--- src/common/dchp_pkg.sv ---
package dchp_pkg;

   // ****************************************************************
   // Port addresses
   // ****************************************************************
   localparam logic [7:0] DCHP_ADDR_STATUS_PARAM = 8'h40;
   localparam logic [7:0] DCHP_ADDR_DATA_CMD = 8'h42;
   localparam logic [7:0] DCHP_ADDR_IRQ_CLEAR = 8'h46;

   // ****************************************************************
   // Field positions
   // ****************************************************************
   localparam int DCHP_ST_READ_PENDING = 0;
   localparam int DCHP_ST_QUEUE_FULL = 1;
   localparam int DCHP_ST_QUEUE_EMPTY = 2;
   localparam int DCHP_ST_DRAWING = 3;
   localparam int DCHP_ST_DMA = 4;
   localparam int DCHP_ST_VRETRACE = 5;
   localparam int DCHP_ST_HBLANK = 6;
   localparam int DCHP_ST_UNUSED_TOP = 7;
   localparam int DCHP_IRQ_CLEAR_BIT = 0;
   localparam int DCHP_SYNC_DISPLAY_ON_BIT = 0;
   localparam int DCHP_MODE_SELECT_HIGH_BIT = 5;
   localparam int DCHP_FLASHLESS_BIT = 4;
   localparam int DCHP_INTERLACE_BIT = 3;
   localparam int DCHP_DRAM_BIT = 2;
   localparam int DCHP_GRAPHIC_BIT = 1;
   localparam int DCHP_CURSOR_VISIBLE_BIT = 0;
   localparam int DCHP_CURSOR_STEADY_BIT = 1;
   localparam int DCHP_MASTER_BIT = 0;
   localparam int DCHP_ENTRY_CMD_BIT = 8;

   // ****************************************************************
   // Command codes
   // ****************************************************************
   localparam logic [6:0] DCHP_SYNC_SET_OPCODE_HI = 7'h07;
   localparam logic [7:0] DCHP_CURSOR_OPCODE = 8'h70;
   localparam logic [7:0] DCHP_MASTER_OPCODE = 8'h71;

   // ****************************************************************
   // Sizes and reset values
   // ****************************************************************
   localparam int DCHP_BYTE_W = 8;
   localparam int DCHP_QUEUE_DEPTH = 16;
   localparam int DCHP_PARAM_INDEX_W = 4;
   localparam logic DCHP_DISPLAY_ON_RST = 1'b0;
   localparam logic DCHP_CURSOR_STEADY_RST = 1'b0;
   localparam logic DCHP_CURSOR_VISIBLE_RST = 1'b0;
   localparam logic DCHP_MODE_BIT_RST = 1'b0;
   localparam logic DCHP_MASTER_RST = 1'b1;

   typedef enum logic {
      DCHP_PROC_NO_CMD,
      DCHP_PROC_ROUTING
   } dchp_proc_state_t;

endpackage : dchp_pkg

--- src/hdl/dchp_cmd_queue.sv ---
module dchp_cmd_queue #(
   parameter int WIDTH = 9,
   parameter int DEPTH = 16
) (
   // Clock and control
   input wire logic mclk_i,
   input wire logic reset_i,
   input wire logic ce_i,
   // Fill side
   input wire logic push_i,
   input wire logic [WIDTH-1:0] push_data_i,
   // Drain side
   input wire logic pop_i,
   output logic [WIDTH-1:0] head_o,
   // Fill level
   output logic full_o,
   output logic empty_o,
   output logic [$clog2(DEPTH+1)-1:0] count_o
);

   localparam int PTR_W = $clog2(DEPTH);
   localparam int CNT_W = $clog2(DEPTH+1);

   if (DEPTH < 2 || (DEPTH & (DEPTH - 1)) != 0) begin : g_bad_depth
      $error("Queue depth must be a power of two of at least two.");
   end

   logic [WIDTH-1:0] store [DEPTH];
   logic [PTR_W-1:0] wr_ptr;
   logic [PTR_W-1:0] rd_ptr;
   logic do_push;
   logic do_pop;

   assign full_o = (count_o == CNT_W'(DEPTH));
   assign empty_o = (count_o == '0);
   assign do_push = ce_i && push_i && !full_o;
   assign do_pop = ce_i && pop_i && !empty_o;
   assign head_o = store[rd_ptr];

   for (genvar e = 0; e < DEPTH; e++) begin : g_entry
      always_ff @(posedge mclk_i) begin
         if (reset_i) begin
            store[e] <= '0;
         end else if (do_push && wr_ptr == PTR_W'(e)) begin
            store[e] <= push_data_i;
         end
      end
   end

   always_ff @(posedge mclk_i) begin
      if (reset_i) begin
         wr_ptr <= '0;
         rd_ptr <= '0;
      end else begin
         if (do_push) begin
            wr_ptr <= wr_ptr + PTR_W'(1);
         end
         if (do_pop) begin
            rd_ptr <= rd_ptr + PTR_W'(1);
         end
      end
   end

   always_ff @(posedge mclk_i) begin
      if (reset_i) begin
         count_o <= '0;
      end else if (do_push && !do_pop) begin
         count_o <= count_o + CNT_W'(1);
      end else if (do_pop && !do_push) begin
         count_o <= count_o - CNT_W'(1);
      end
   end

endmodule : dchp_cmd_queue

--- src/hdl/dchp_host_port.sv ---
module dchp_host_port #(
   parameter int QUEUE_DEPTH = dchp_pkg::DCHP_QUEUE_DEPTH
) (
   // Clock, reset and enable
   input wire logic mclk_i,
   input wire logic reset_i,
   input wire logic ce_i,
   // Host I/O bus
   input wire logic [7:0] addr_i,
   input wire logic rd_i,
   input wire logic wr_i,
   input wire logic [7:0] wdata_i,
   output logic [7:0] rdata_o,
   // Engine status levels
   input wire logic drawing_active_i,
   input wire logic dma_active_i,
   input wire logic vertical_retrace_i,
   input wire logic horizontal_blank_i,
   // Bytes from the engine towards the host
   input wire logic rdq_valid_i,
   input wire logic [7:0] rdq_data_i,
   output logic rdq_ready_o,
   // Routed commands and parameters
   output logic cmd_valid_o,
   output logic [7:0] opcode_o,
   output logic param_valid_o,
   output logic [7:0] param_o,
   output logic [3:0] param_index_o,
   // Interrupt request clear
   output logic irq_clear_o,
   // Display settings
   output logic display_on_o,
   output logic mode_select_high_o,
   output logic char_mode_o,
   output logic mode_unused_o,
   output logic flashless_o,
   output logic interlace_o,
   output logic dram_select_o,
   output logic cursor_steady_o,
   output logic cursor_visible_o,
   output logic master_mode_o
);

   localparam int CNT_W = $clog2(QUEUE_DEPTH+1);
   localparam int ENTRY_W = dchp_pkg::DCHP_BYTE_W + 1;

   if (QUEUE_DEPTH < 2) begin : g_bad_depth
      $error("Command queue depth must be at least two.");
   end

   // ****************************************************************
   // Address decode
   // ****************************************************************
   logic sel_status_param;
   logic sel_data_cmd;
   logic sel_irq_clear;
   logic host_push;
   logic [ENTRY_W-1:0] push_entry;
   logic queue_full_flag;
   logic queue_empty_flag;
   logic [CNT_W-1:0] queue_count;
   logic [ENTRY_W-1:0] head;
   logic pop;

   assign sel_status_param = (addr_i == dchp_pkg::DCHP_ADDR_STATUS_PARAM);
   assign sel_data_cmd = (addr_i == dchp_pkg::DCHP_ADDR_DATA_CMD);
   assign sel_irq_clear = (addr_i == dchp_pkg::DCHP_ADDR_IRQ_CLEAR);

   // A write into a full queue is dropped; the host is expected to poll first.
   assign host_push = ce_i && wr_i && (sel_status_param || sel_data_cmd) && !queue_full_flag;
   assign push_entry = {sel_data_cmd, wdata_i};

   // ****************************************************************
   // Command queue
   // ****************************************************************
   // host bytes buffered in queue
   dchp_cmd_queue #(
      .WIDTH(ENTRY_W),
      .DEPTH(QUEUE_DEPTH)
   ) u_queue (
      .mclk_i(mclk_i),
      .reset_i(reset_i),
      .ce_i(ce_i),
      .push_i(host_push),
      .push_data_i(push_entry),
      .pop_i(pop),
      .head_o(head),
      .full_o(queue_full_flag),
      .empty_o(queue_empty_flag),
      .count_o(queue_count)
   );

   assign pop = ce_i && !queue_empty_flag && !host_push;

   // ****************************************************************
   // Read byte register
   // ****************************************************************
   logic read_byte_pending;
   logic [7:0] read_byte;
   logic host_data_read;

   assign host_data_read = ce_i && rd_i && sel_data_cmd;
   // Ready stays low until the host has read the pending byte, so the flag
   // shows a one-cycle gap instead of flipping straight to the next byte.
   assign rdq_ready_o = ce_i && !read_byte_pending;

   always_ff @(posedge mclk_i) begin
      if (reset_i) begin
         read_byte_pending <= 1'b0;
      end else if (ce_i) begin
         // An arriving byte wins, so an unguarded read cannot lose it.
         if (rdq_valid_i && rdq_ready_o) begin
            read_byte_pending <= 1'b1;
         end else if (host_data_read) begin
            read_byte_pending <= 1'b0;
         end
      end
   end

   always_ff @(posedge mclk_i) begin
      if (reset_i) begin
         read_byte <= '0;
      end else if (rdq_valid_i && rdq_ready_o) begin
         read_byte <= rdq_data_i;
      end
   end

   // ****************************************************************
   // Status and read data
   // ****************************************************************
   logic [7:0] status_word;

   always_comb begin
      status_word = '0;
      status_word[dchp_pkg::DCHP_ST_READ_PENDING] = read_byte_pending;
      status_word[dchp_pkg::DCHP_ST_QUEUE_FULL] = queue_full_flag;
      status_word[dchp_pkg::DCHP_ST_QUEUE_EMPTY] = queue_empty_flag;
      status_word[dchp_pkg::DCHP_ST_DRAWING] = drawing_active_i;
      status_word[dchp_pkg::DCHP_ST_DMA] = dma_active_i;
      status_word[dchp_pkg::DCHP_ST_VRETRACE] = vertical_retrace_i;
      status_word[dchp_pkg::DCHP_ST_HBLANK] = horizontal_blank_i;
      status_word[dchp_pkg::DCHP_ST_UNUSED_TOP] = 1'b0;
   end

   always_ff @(posedge mclk_i) begin
      if (reset_i) begin
         rdata_o <= '0;
      end else if (ce_i && rd_i) begin
         if (sel_status_param) begin
            rdata_o <= status_word;
         end else if (sel_data_cmd) begin
            rdata_o <= read_byte;
         end else begin
            rdata_o <= '0;
         end
      end
   end

   always_ff @(posedge mclk_i) begin
      if (reset_i) begin
         irq_clear_o <= 1'b0;
      end else if (ce_i) begin
         irq_clear_o <= wr_i && sel_irq_clear && wdata_i[dchp_pkg::DCHP_IRQ_CLEAR_BIT];
      end
   end

   // ****************************************************************
   // Command processor
   // ****************************************************************
   dchp_pkg::dchp_proc_state_t proc_state;
   dchp_pkg::dchp_proc_state_t next_proc_state;
   logic pop_is_cmd;
   logic pop_is_param;
   logic [7:0] head_byte;

   assign head_byte = head[7:0];
   assign pop_is_cmd = pop && head[dchp_pkg::DCHP_ENTRY_CMD_BIT];
   assign pop_is_param = pop && !head[dchp_pkg::DCHP_ENTRY_CMD_BIT];

   always_comb begin
      next_proc_state = proc_state;
      if (pop_is_cmd) begin
         next_proc_state = dchp_pkg::DCHP_PROC_ROUTING;
      end
   end

   always_ff @(posedge mclk_i) begin
      if (reset_i) begin
         proc_state <= dchp_pkg::DCHP_PROC_NO_CMD;
      end else if (ce_i) begin
         proc_state <= next_proc_state;
      end
   end

   always_ff @(posedge mclk_i) begin
      if (reset_i) begin
         cmd_valid_o <= 1'b0;
         param_valid_o <= 1'b0;
         opcode_o <= '0;
         param_o <= '0;
         param_index_o <= '0;
      end else if (ce_i) begin
         cmd_valid_o <= pop_is_cmd;
         param_valid_o <= 1'b0;
         if (pop_is_cmd) begin
            opcode_o <= head_byte;
            param_index_o <= '0;
         end else if (pop_is_param) begin
            unique case (proc_state)
               dchp_pkg::DCHP_PROC_NO_CMD: begin
                  // Parameters with no command to own them are discarded.
                  param_valid_o <= 1'b0;
               end
               dchp_pkg::DCHP_PROC_ROUTING: begin
                  param_valid_o <= 1'b1;
                  param_o <= head_byte;
                  param_index_o <= param_index_o + 4'h1;
               end
            endcase
         end
      end
   end

   // ****************************************************************
   // Display settings
   // ****************************************************************
   logic first_param;
   logic is_sync_set;
   logic awaiting_first;

   assign is_sync_set = (opcode_o[7:1] == dchp_pkg::DCHP_SYNC_SET_OPCODE_HI);
   assign first_param = pop_is_param && awaiting_first;

   // A flag rather than the index, so that a long parameter run that wraps
   // the index never applies its seventeenth byte as a setting.
   always_ff @(posedge mclk_i) begin
      if (reset_i) begin
         awaiting_first <= 1'b0;
      end else if (pop_is_cmd) begin
         awaiting_first <= 1'b1;
      end else if (pop_is_param) begin
         awaiting_first <= 1'b0;
      end
   end

   always_ff @(posedge mclk_i) begin
      if (reset_i) begin
         display_on_o <= dchp_pkg::DCHP_DISPLAY_ON_RST;
      end else if (ce_i && pop_is_cmd && head_byte[7:1] == dchp_pkg::DCHP_SYNC_SET_OPCODE_HI) begin
         display_on_o <= head_byte[dchp_pkg::DCHP_SYNC_DISPLAY_ON_BIT];
      end
   end

   always_ff @(posedge mclk_i) begin
      if (reset_i) begin
         mode_select_high_o <= dchp_pkg::DCHP_MODE_BIT_RST;
         mode_unused_o <= dchp_pkg::DCHP_MODE_BIT_RST;
         flashless_o <= dchp_pkg::DCHP_MODE_BIT_RST;
         interlace_o <= dchp_pkg::DCHP_MODE_BIT_RST;
         dram_select_o <= dchp_pkg::DCHP_MODE_BIT_RST;
      end else if (ce_i && first_param && is_sync_set) begin
         mode_select_high_o <= head_byte[dchp_pkg::DCHP_MODE_SELECT_HIGH_BIT];
         mode_unused_o <= head_byte[dchp_pkg::DCHP_GRAPHIC_BIT];
         flashless_o <= head_byte[dchp_pkg::DCHP_FLASHLESS_BIT];
         interlace_o <= head_byte[dchp_pkg::DCHP_INTERLACE_BIT];
         dram_select_o <= head_byte[dchp_pkg::DCHP_DRAM_BIT];
      end
   end

   assign char_mode_o = mode_select_high_o && !mode_unused_o;

   always_ff @(posedge mclk_i) begin
      if (reset_i) begin
         cursor_steady_o <= dchp_pkg::DCHP_CURSOR_STEADY_RST;
         cursor_visible_o <= dchp_pkg::DCHP_CURSOR_VISIBLE_RST;
      end else if (ce_i && first_param && opcode_o == dchp_pkg::DCHP_CURSOR_OPCODE) begin
         cursor_steady_o <= head_byte[dchp_pkg::DCHP_CURSOR_STEADY_BIT];
         cursor_visible_o <= head_byte[dchp_pkg::DCHP_CURSOR_VISIBLE_BIT];
      end
   end

   always_ff @(posedge mclk_i) begin
      if (reset_i) begin
         master_mode_o <= dchp_pkg::DCHP_MASTER_RST;
      end else if (ce_i && first_param && opcode_o == dchp_pkg::DCHP_MASTER_OPCODE) begin
         master_mode_o <= head_byte[dchp_pkg::DCHP_MASTER_BIT];
      end
   end
endmodule : dchp_host_port

--- config.mk ---
export PLATFORM = sky130hd
export DESIGN_NAME = dchp_host_port
export DESIGN_NICKNAME = d
export VERILOG_FILES = /design/src/common/dchp_pkg.sv /design/src/hdl/dchp_cmd_queue.sv /design/src/hdl/dchp_host_port.sv
export SDC_FILE = /design/constraint.sdc
export NUM_CORES = 1
export LEC_CHECK = 0
export ABC_CLOCK_PERIOD_IN_PS = 6800
export BUFFER_PORTS_ARGS = -buffer_cell sky130_fd_sc_hd__buf_2
export CELL_PAD_IN_SITES_DETAIL_PLACEMENT = 2
export CELL_PAD_IN_SITES_GLOBAL_PLACEMENT = 2
export CORE_MARGIN = 2
export CORE_UTILIZATION = 45
export CTS_CLUSTER_SIZE = 24
export DETAILED_ROUTE_END_ITERATION = 16
export GPL_TIMING_DRIVEN = 1
export PLACE_DENSITY_LB_ADDON = 0.05
export SETUP_SLACK_MARGIN = 0.2
export SYNTH_ARGS = -nofsm -noshare
export SYNTH_HDL_FRONTEND = slang
export SYNTH_SLANG_ARGS = --single-unit
--- constraint.sdc ---
create_clock -name mclk_i -period 6.8 [get_ports mclk_i]
set_input_delay 0.68 -clock mclk_i [delete_from_list [all_inputs] [get_ports mclk_i]]
set_output_delay 0.68 -clock mclk_i [all_outputs]
set_load 0.01 [all_outputs]
==> After elaboration in Yosys (flattened, before gate mapping) <==
Memories as Yosys holds them, arrays and structs flattened. A register that Yosys moved wholly into a read port is not among the register bits.
Index checks and enable logic that the tools add are counted.
{ "classes": {"add_sub_neg": 5, "n_eq_ne": 23, "n_mux": 82, "bitwise_logic": 18, "n_reduce_logical": 62} }
{ "ops": {"columns": ["cell", "n"], "rows": [
  ["9-bit two-way mux", 16],
  ["1-bit two-way mux", 56],
  ["1-bit logical AND", 43],
  ["8-bit by 7-bit == test with 1-bit output (second input constant)", 5],
  ["4-bit == test (second input constant)", 8],
  ["4-bit two-way mux", 5],
  ["4-bit by 3-bit == test with 1-bit output (second input constant)", 4],
  ["8-bit two-way mux", 2],
  ["1-bit bitwise OR", 16],
  ["7-bit by 3-bit == test with 1-bit output (second input constant)", 2],
  ["4-bit by 1-bit adder with 4-bit output (second input constant)", 3],
  ["5-bit two-way mux", 2],
  ["4-bit by 2-bit == test with 1-bit output (second input constant)", 2],
  ["1-bit logical NOT", 8],
  ["2-bit nonzero test", 4],
  ["5-bit by 1-bit adder with 5-bit output (second input constant)", 1],
  ["5-bit == test (second input constant)", 1],
  ["5-bit logical NOT", 1],
  ["5-bit by 1-bit subtractor with 5-bit output (second input constant)", 1],
  ["4-bit by 1-bit == test with 1-bit output (second input constant)", 1],
  ["4-bit logical NOT", 1],
  ["2-bit AND reduction", 2],
  ["4-bit AND reduction", 1],
  ["3-bit AND reduction", 1],
  ["3 further kinds", 4]
]} }
{ "word_totals": {"reg_bits": 64, "mem_bits_rw": 144, "output_inout_bits": 42, "word_cells": 214, "memories": 1} }
{ "memory_table": {"columns": ["memory", "depth", "width", "rd", "rd_ports_with_merged_regs", "wr", "line", "text"], "rows": [
  ["u_queue.store", 16, 9, 1, 1, 16, "dchp_cmd_queue.sv:28", "logic [WIDTH-1:0] store [DEPTH];"]
]} }

==> Longest topological paths before layout <==
{ "depth": {"ltp_word": 11, "mapped_depth": 14} }

==> Cells and area by module <==
A second synthesis with hierarchy kept.
{ "hier_totals": {"hier_cells": 782, "hier_area_um2": 9424.0} }
{ "by_module_without_submodules": {"columns": ["module", "instances", "cells_per_inst", "area_each_um2"], "rows": [
  ["dchp_cmd_queue", 1, 541, 7247.0],
  ["dchp_host_port", 1, 241, 2177.1]
]} }

==> Worst setup path after synthesis <==
Ideal clock, no wire load.
{ "synth_timing": {"path_kind": "input to register", "from": "input port addr_i[7]", "to": "register u_queue.count_o[4]", "setup_time_ns": 0.128, "arrival_ns": 3.280, "t_required_ns": 6.672, "setup_slack_ns": 3.392, "cell_stages": 14, "n_path_buf": 1, "cell_sequence": "nor4b_1 > nand2_1 > o311a_1 > buf_2 > inv_2 > ha_1 > inv_1 > ha_1 > nor2b_1 > o21a_1 > or3_1 > a21oi_1 > xnor2_1 > nor2_1"} }
{ "synth_via": {"elab_chain_len": 11} }
{ "synth_lines": {"columns": ["element", "line", "text"], "rows": [
  ["from (decl)", "dchp_host_port.sv:9", "input wire logic [7:0] addr_i,"],
  ["8-bit by 7-bit == test with 1-bit output, on equally long branches", "dchp_host_port.sv:65, dchp_host_port.sv:66", null],
  ["1-bit logical OR *", "dchp_host_port.sv:70", "assign host_push = ce_i && wr_i && (sel_status_param || sel_data_cmd) && !queue_full_flag;"],
  ["1-bit logical AND * (2 in a row)", "dchp_host_port.sv:70", null],
  ["1-bit logical NOT", "dchp_host_port.sv:93", "assign pop = ce_i && !queue_empty_flag && !host_push;"],
  ["1-bit logical AND", "dchp_host_port.sv:93", null],
  ["1-bit logical AND (2 in a row)", "dchp_cmd_queue.sv:37", "assign do_pop = ce_i && pop_i && !empty_o;"],
  ["1-bit logical NOT", "dchp_cmd_queue.sv:67", "end else if (do_push && !do_pop) begin"],
  ["1-bit logical AND", "dchp_cmd_queue.sv:67", null],
  ["5-bit two-way mux or 2-bit nonzero test (tied branches)", null, null],
  ["to (signal assigned)", "dchp_cmd_queue.sv:68", "count_o <= count_o + CNT_W'(1);"],
  ["to (signal assigned)", "dchp_cmd_queue.sv:70", "count_o <= count_o - CNT_W'(1);"],
  ["to (decl)", "dchp_cmd_queue.sv:18", "output logic [$clog2(DEPTH+1)-1:0] count_o"]
]} }
Mark *: on every way between the ends. The rest lies on a longest branch, timed or not.
A chain may end at the register's enable or synchronous reset.

==> Final worst setup path <==
{ "layout_timing": {"from": "register u_queue.count_o[0]", "to": "register u_queue.count_o[4]"} }
{ "layout_via": {"elab_chain_len": 10} }
{ "layout_lines": {"columns": ["element", "line", "text"], "rows": [
  ["5-bit == test", "dchp_cmd_queue.sv:34", "assign full_o = (count_o == CNT_W'(DEPTH));"],
  ["1-bit logical NOT", "dchp_cmd_queue.sv:36, dchp_host_port.sv:70", null],
  ["1-bit logical AND", "dchp_host_port.sv:70", null],
  ["1-bit logical NOT", "dchp_host_port.sv:93", null],
  ["1-bit logical AND", "dchp_host_port.sv:93", null],
  ["1-bit logical AND (2 in a row)", "dchp_cmd_queue.sv:37", null],
  ["1-bit logical NOT", "dchp_cmd_queue.sv:67", null],
  ["1-bit logical AND", "dchp_cmd_queue.sv:67", null],
  ["5-bit two-way mux or 2-bit nonzero test (tied branches)", null, null]
]} }
Parallel ways exist; a longest one is shown, timed or not. The select of a mux whose other input is x is not followed.

==> flow_summary.toml <==
[worst_setup_path]
crit_path_start_kind = "flip-flop"
required_ns = 7.16
path_delay_family = "compound AO/OA/AOI/OAI gates"
path_common_cell = "ha_1"
cp_num_buf_inv = 2
cp_cell_sequence = "nor4_2 > o311a_1 > inv_2 > ha_1 > inv_1 > ha_1 > nor2b_1 > o21a_1 > or3_1 > a21oi_1 > xnor2_1 > nor2_1"
crit_slowest_cell = "o311a_1"
cp-end-kind = "flip-flop"
critPathMaxStageDelay_ns = 0.65
criticalPathCategory = "flip-flop to flip-flop"
cp_data_arrival_time_ns = 4.02
cp_max_fo = 17

[placed_design]
numPortBuffers = 75
globalplace.congestion = 0.759
dpl.cell_count = 1052
place_area_um2 = 10100
dp_hpwl_mm = 18.3

[floorplan]
die_area_um2 = 22400
die_h_um = 150
initial_core_util_pct = 45.7
io_pins = 76
core_area_um2 = 20900
die_width_um = 150
num_rows = 53

[routing]
drc = 0
dr.first_iter.drc_count = 260
vias = 6190
firstDrtPassIters = 4
wirelength_mm = 27.0
antenna_left = 0
wl_per_cell_um = 24.6
viasPerCell = 5.65

[timing]
tns_ns = 0
drv_slew = 0
max_freq_mhz = 273
finalCritPeriodShare_pct = 53.8
hold_viol = 0
post-route-min-period_ns = 3.66
fin_hold_ws_ns = 0.427
setup_violations = 0
worst_slew_pin_slew_ns = 1.12
relSlewSlack_pct = 25.5
rsz0062_at_grt = "false"
worst_clock_skew_ns = 0.0173

[yosys]
syn_avg_cell_area_um2 = 12.8
synthTopCellsByArea = "edfxtp_1 (45%), dfxtp_1 (14%), mux4_2 (9.0%)"
synth_edf_count = 144
async_flop_share_pct = 0
synth_top_area_share_pct = 45.3
yosys_warnings = 0
ys_seq_area_share_pct = 59.6
synthCells = 745
synth_top_cell_by_area = "edfxtp_1"
synth_seq_cells = 212
synth_fp_nets = 790
yosys-top-cells-count = "edfxtp_1 (144), and2_1 (129), dfxtp_1 (68), nor2_1 (59), a21oi_1 (40)"
syn_area_um2 = 9540
yosysUniqueCellTypes = 52
ys.flop_type = "edfxtp_1"
yosysMostFrequentCell = "edfxtp_1"

[global_routing]
antenna_found_initial = 0
grt_max_degree = 87
grt_pass1_vias = 6921
grt_pass1_wl_mm = 41.4
grt_overflow = 0
grt_usage_pct = 24.6

[cts]
htreeDepth = 1
cts_buffer_depth = 3
ctsResizeCount = 0
cts.sinks = 212
cts_buffers = 24
clkTransAtPathRegs_ns = 0.06
insertion_delay_ns = 0.52
cts_tree = "built"
holdBufCountCts = 0
root_buffer = "clkbuf_16"
post_cts_buffers = 0

[final_layout]
layout.cell_area.non_filler_um2 = 10800
multiInputGateArea_um2 = 3610
regArea_um2 = 5690
final_cells = 1096
num-nets-final = 848
final_util_pct = 51.6
drive_gt1_share_pct = 20.1
area_growth_pct = 13.0
fillers = 2025
diodes = 0

[power_and_ir_drop]
vdd_drop_max_mv = 0.182
p_leak_uw = 0.00391
p_per_area_nw_per_um2 = 300

[hold_path]
worst_hold_path_type = "input pin to flip-flop"

[run_status]
status = "complete, no violations"

[run]
drv_cap = 0
kinds of logic (layout without fill, tap and decap cells):
kind of cell             Yosys count  in the layout  share of synthesized area (%)
AO/OA/AOI/OAI                     83             83                           5.60
XOR/XNOR                           9              9                          0.826
adder cells (fa/ha/maj)           11             11                           1.52
buffers and inverters             55            131                           2.51
flip-flops                       212            212                           59.6
multiplexers                      65             65                           12.1
AND/OR/NAND/NOR                  310            310                           17.8
worst reg2reg max path: stages (launching register included):
cell and delay, ns:
dfxtp_1 0.35, nor4_2 0.48, o311a_1 0.65, inv_2 0.27, ha_1 0.33, inv_1 0.12
ha_1 0.27, nor2b_1 0.17, o21a_1 0.18, or3_1 0.31, a21oi_1 0.19, xnor2_1 0.14
nor2_1 0.05
sequential cells by signal, summed over array words and instances (netlist names), 4 cells and up, named ones only:
name,cells
param_o,8
u_queue.rd_ptr,4
opcode_o,8
u_queue.store,144
rdata_o,8
u_queue.wr_ptr,4
u_queue.count_o,5
read_byte,8
param_index_o,4
power breakdown:
part / leakage [µW] / internal [µW] / total [µW] / switching [µW]
Combinational: 0.00161 / 232 / 554 / 322
Sequential: 0.00196 / 1450 / 1510 / 67.3
Clock: 0.000339 / 672 / 1170 / 496
Total: 0.00391 / 2350 / 3240 / 886
final timing paths:
kind,from,end,slack (ns),cells after the start
worst max-delay path,u_queue.count_o[0]$_SDFFE_PP0P_,u_queue.count_o[4]$_SDFFE_PP0P_,3.14,12
worst min-delay path,rdq_data_i[6],read_byte[6]$_SDFFE_PP0P_,0.43,3
worst max register to register,u_queue.count_o[0]$_SDFFE_PP0P_,u_queue.count_o[4]$_SDFFE_PP0P_,3.14,12
worst min register to register,read_byte[4]$_SDFFE_PP0P_,read_byte[4]$_SDFFE_PP0P_,0.46,2
stage by stage:
stage / total power (µW) / setup slack [ns]
after global placement: 2070 / 2.83
after global routing: 3370 / 2.90
after detailed placement: 2110 / 2.67
after floorplan: 1930 / 3.39
final: 3240 / 3.14
after CTS: 3280 / 3.08
cell type report:
class                   count  area share (%)
clock buffers              35            6.15
inverters                   8           0.279
repair buffers             79            3.76
well taps                 275            3.19
clock inverters             9           0.337
flip-flops and latches    212            52.8
multi-input cells         478            33.5
metal layers:
metal | up-vias | share of wire, % | GRT usage (%)
met5 | - | 0 | 0
met4 | 0 | 2.0 | 6.38
met3 | 29 | 4.3 | 3.17
met2 | 150 | 52 | 45.0
met1 | 3195 | 41 | 30.8
li1 | 2816 | - | -
layout by cell type, fill, tap and decap left out, types with 2 or more instances in the layout:
cell type / instances
a21oi_1: 40
a22oi_1: 13
a31o_1: 4
and2_1: 129
buf_2: 75
buf_4: 4
clkbuf_1: 10
clkbuf_16: 25
clkinv_1: 7
clkinv_2: 2
dfxtp_1: 67
edfxtp_1: 144
ha_1: 10
inv_1: 7
mux2_2: 2
mux2i_1: 22
mux2i_4: 2
mux4_2: 38
nand2_1: 39
nand2b_1: 8
nand3_1: 20
nand3b_1: 3
nand4_1: 4
nor2_1: 59
nor2_2: 6
nor2b_1: 5
nor3_1: 18
nor4_4: 2
nor4b_1: 3
o21a_1: 2
o21ai_0: 3
o21bai_1: 12
o41ai_1: 2
or2_2: 3
or3_1: 6
xnor2_1: 3
xor2_1: 6
(Power assumes the default switching activity.)
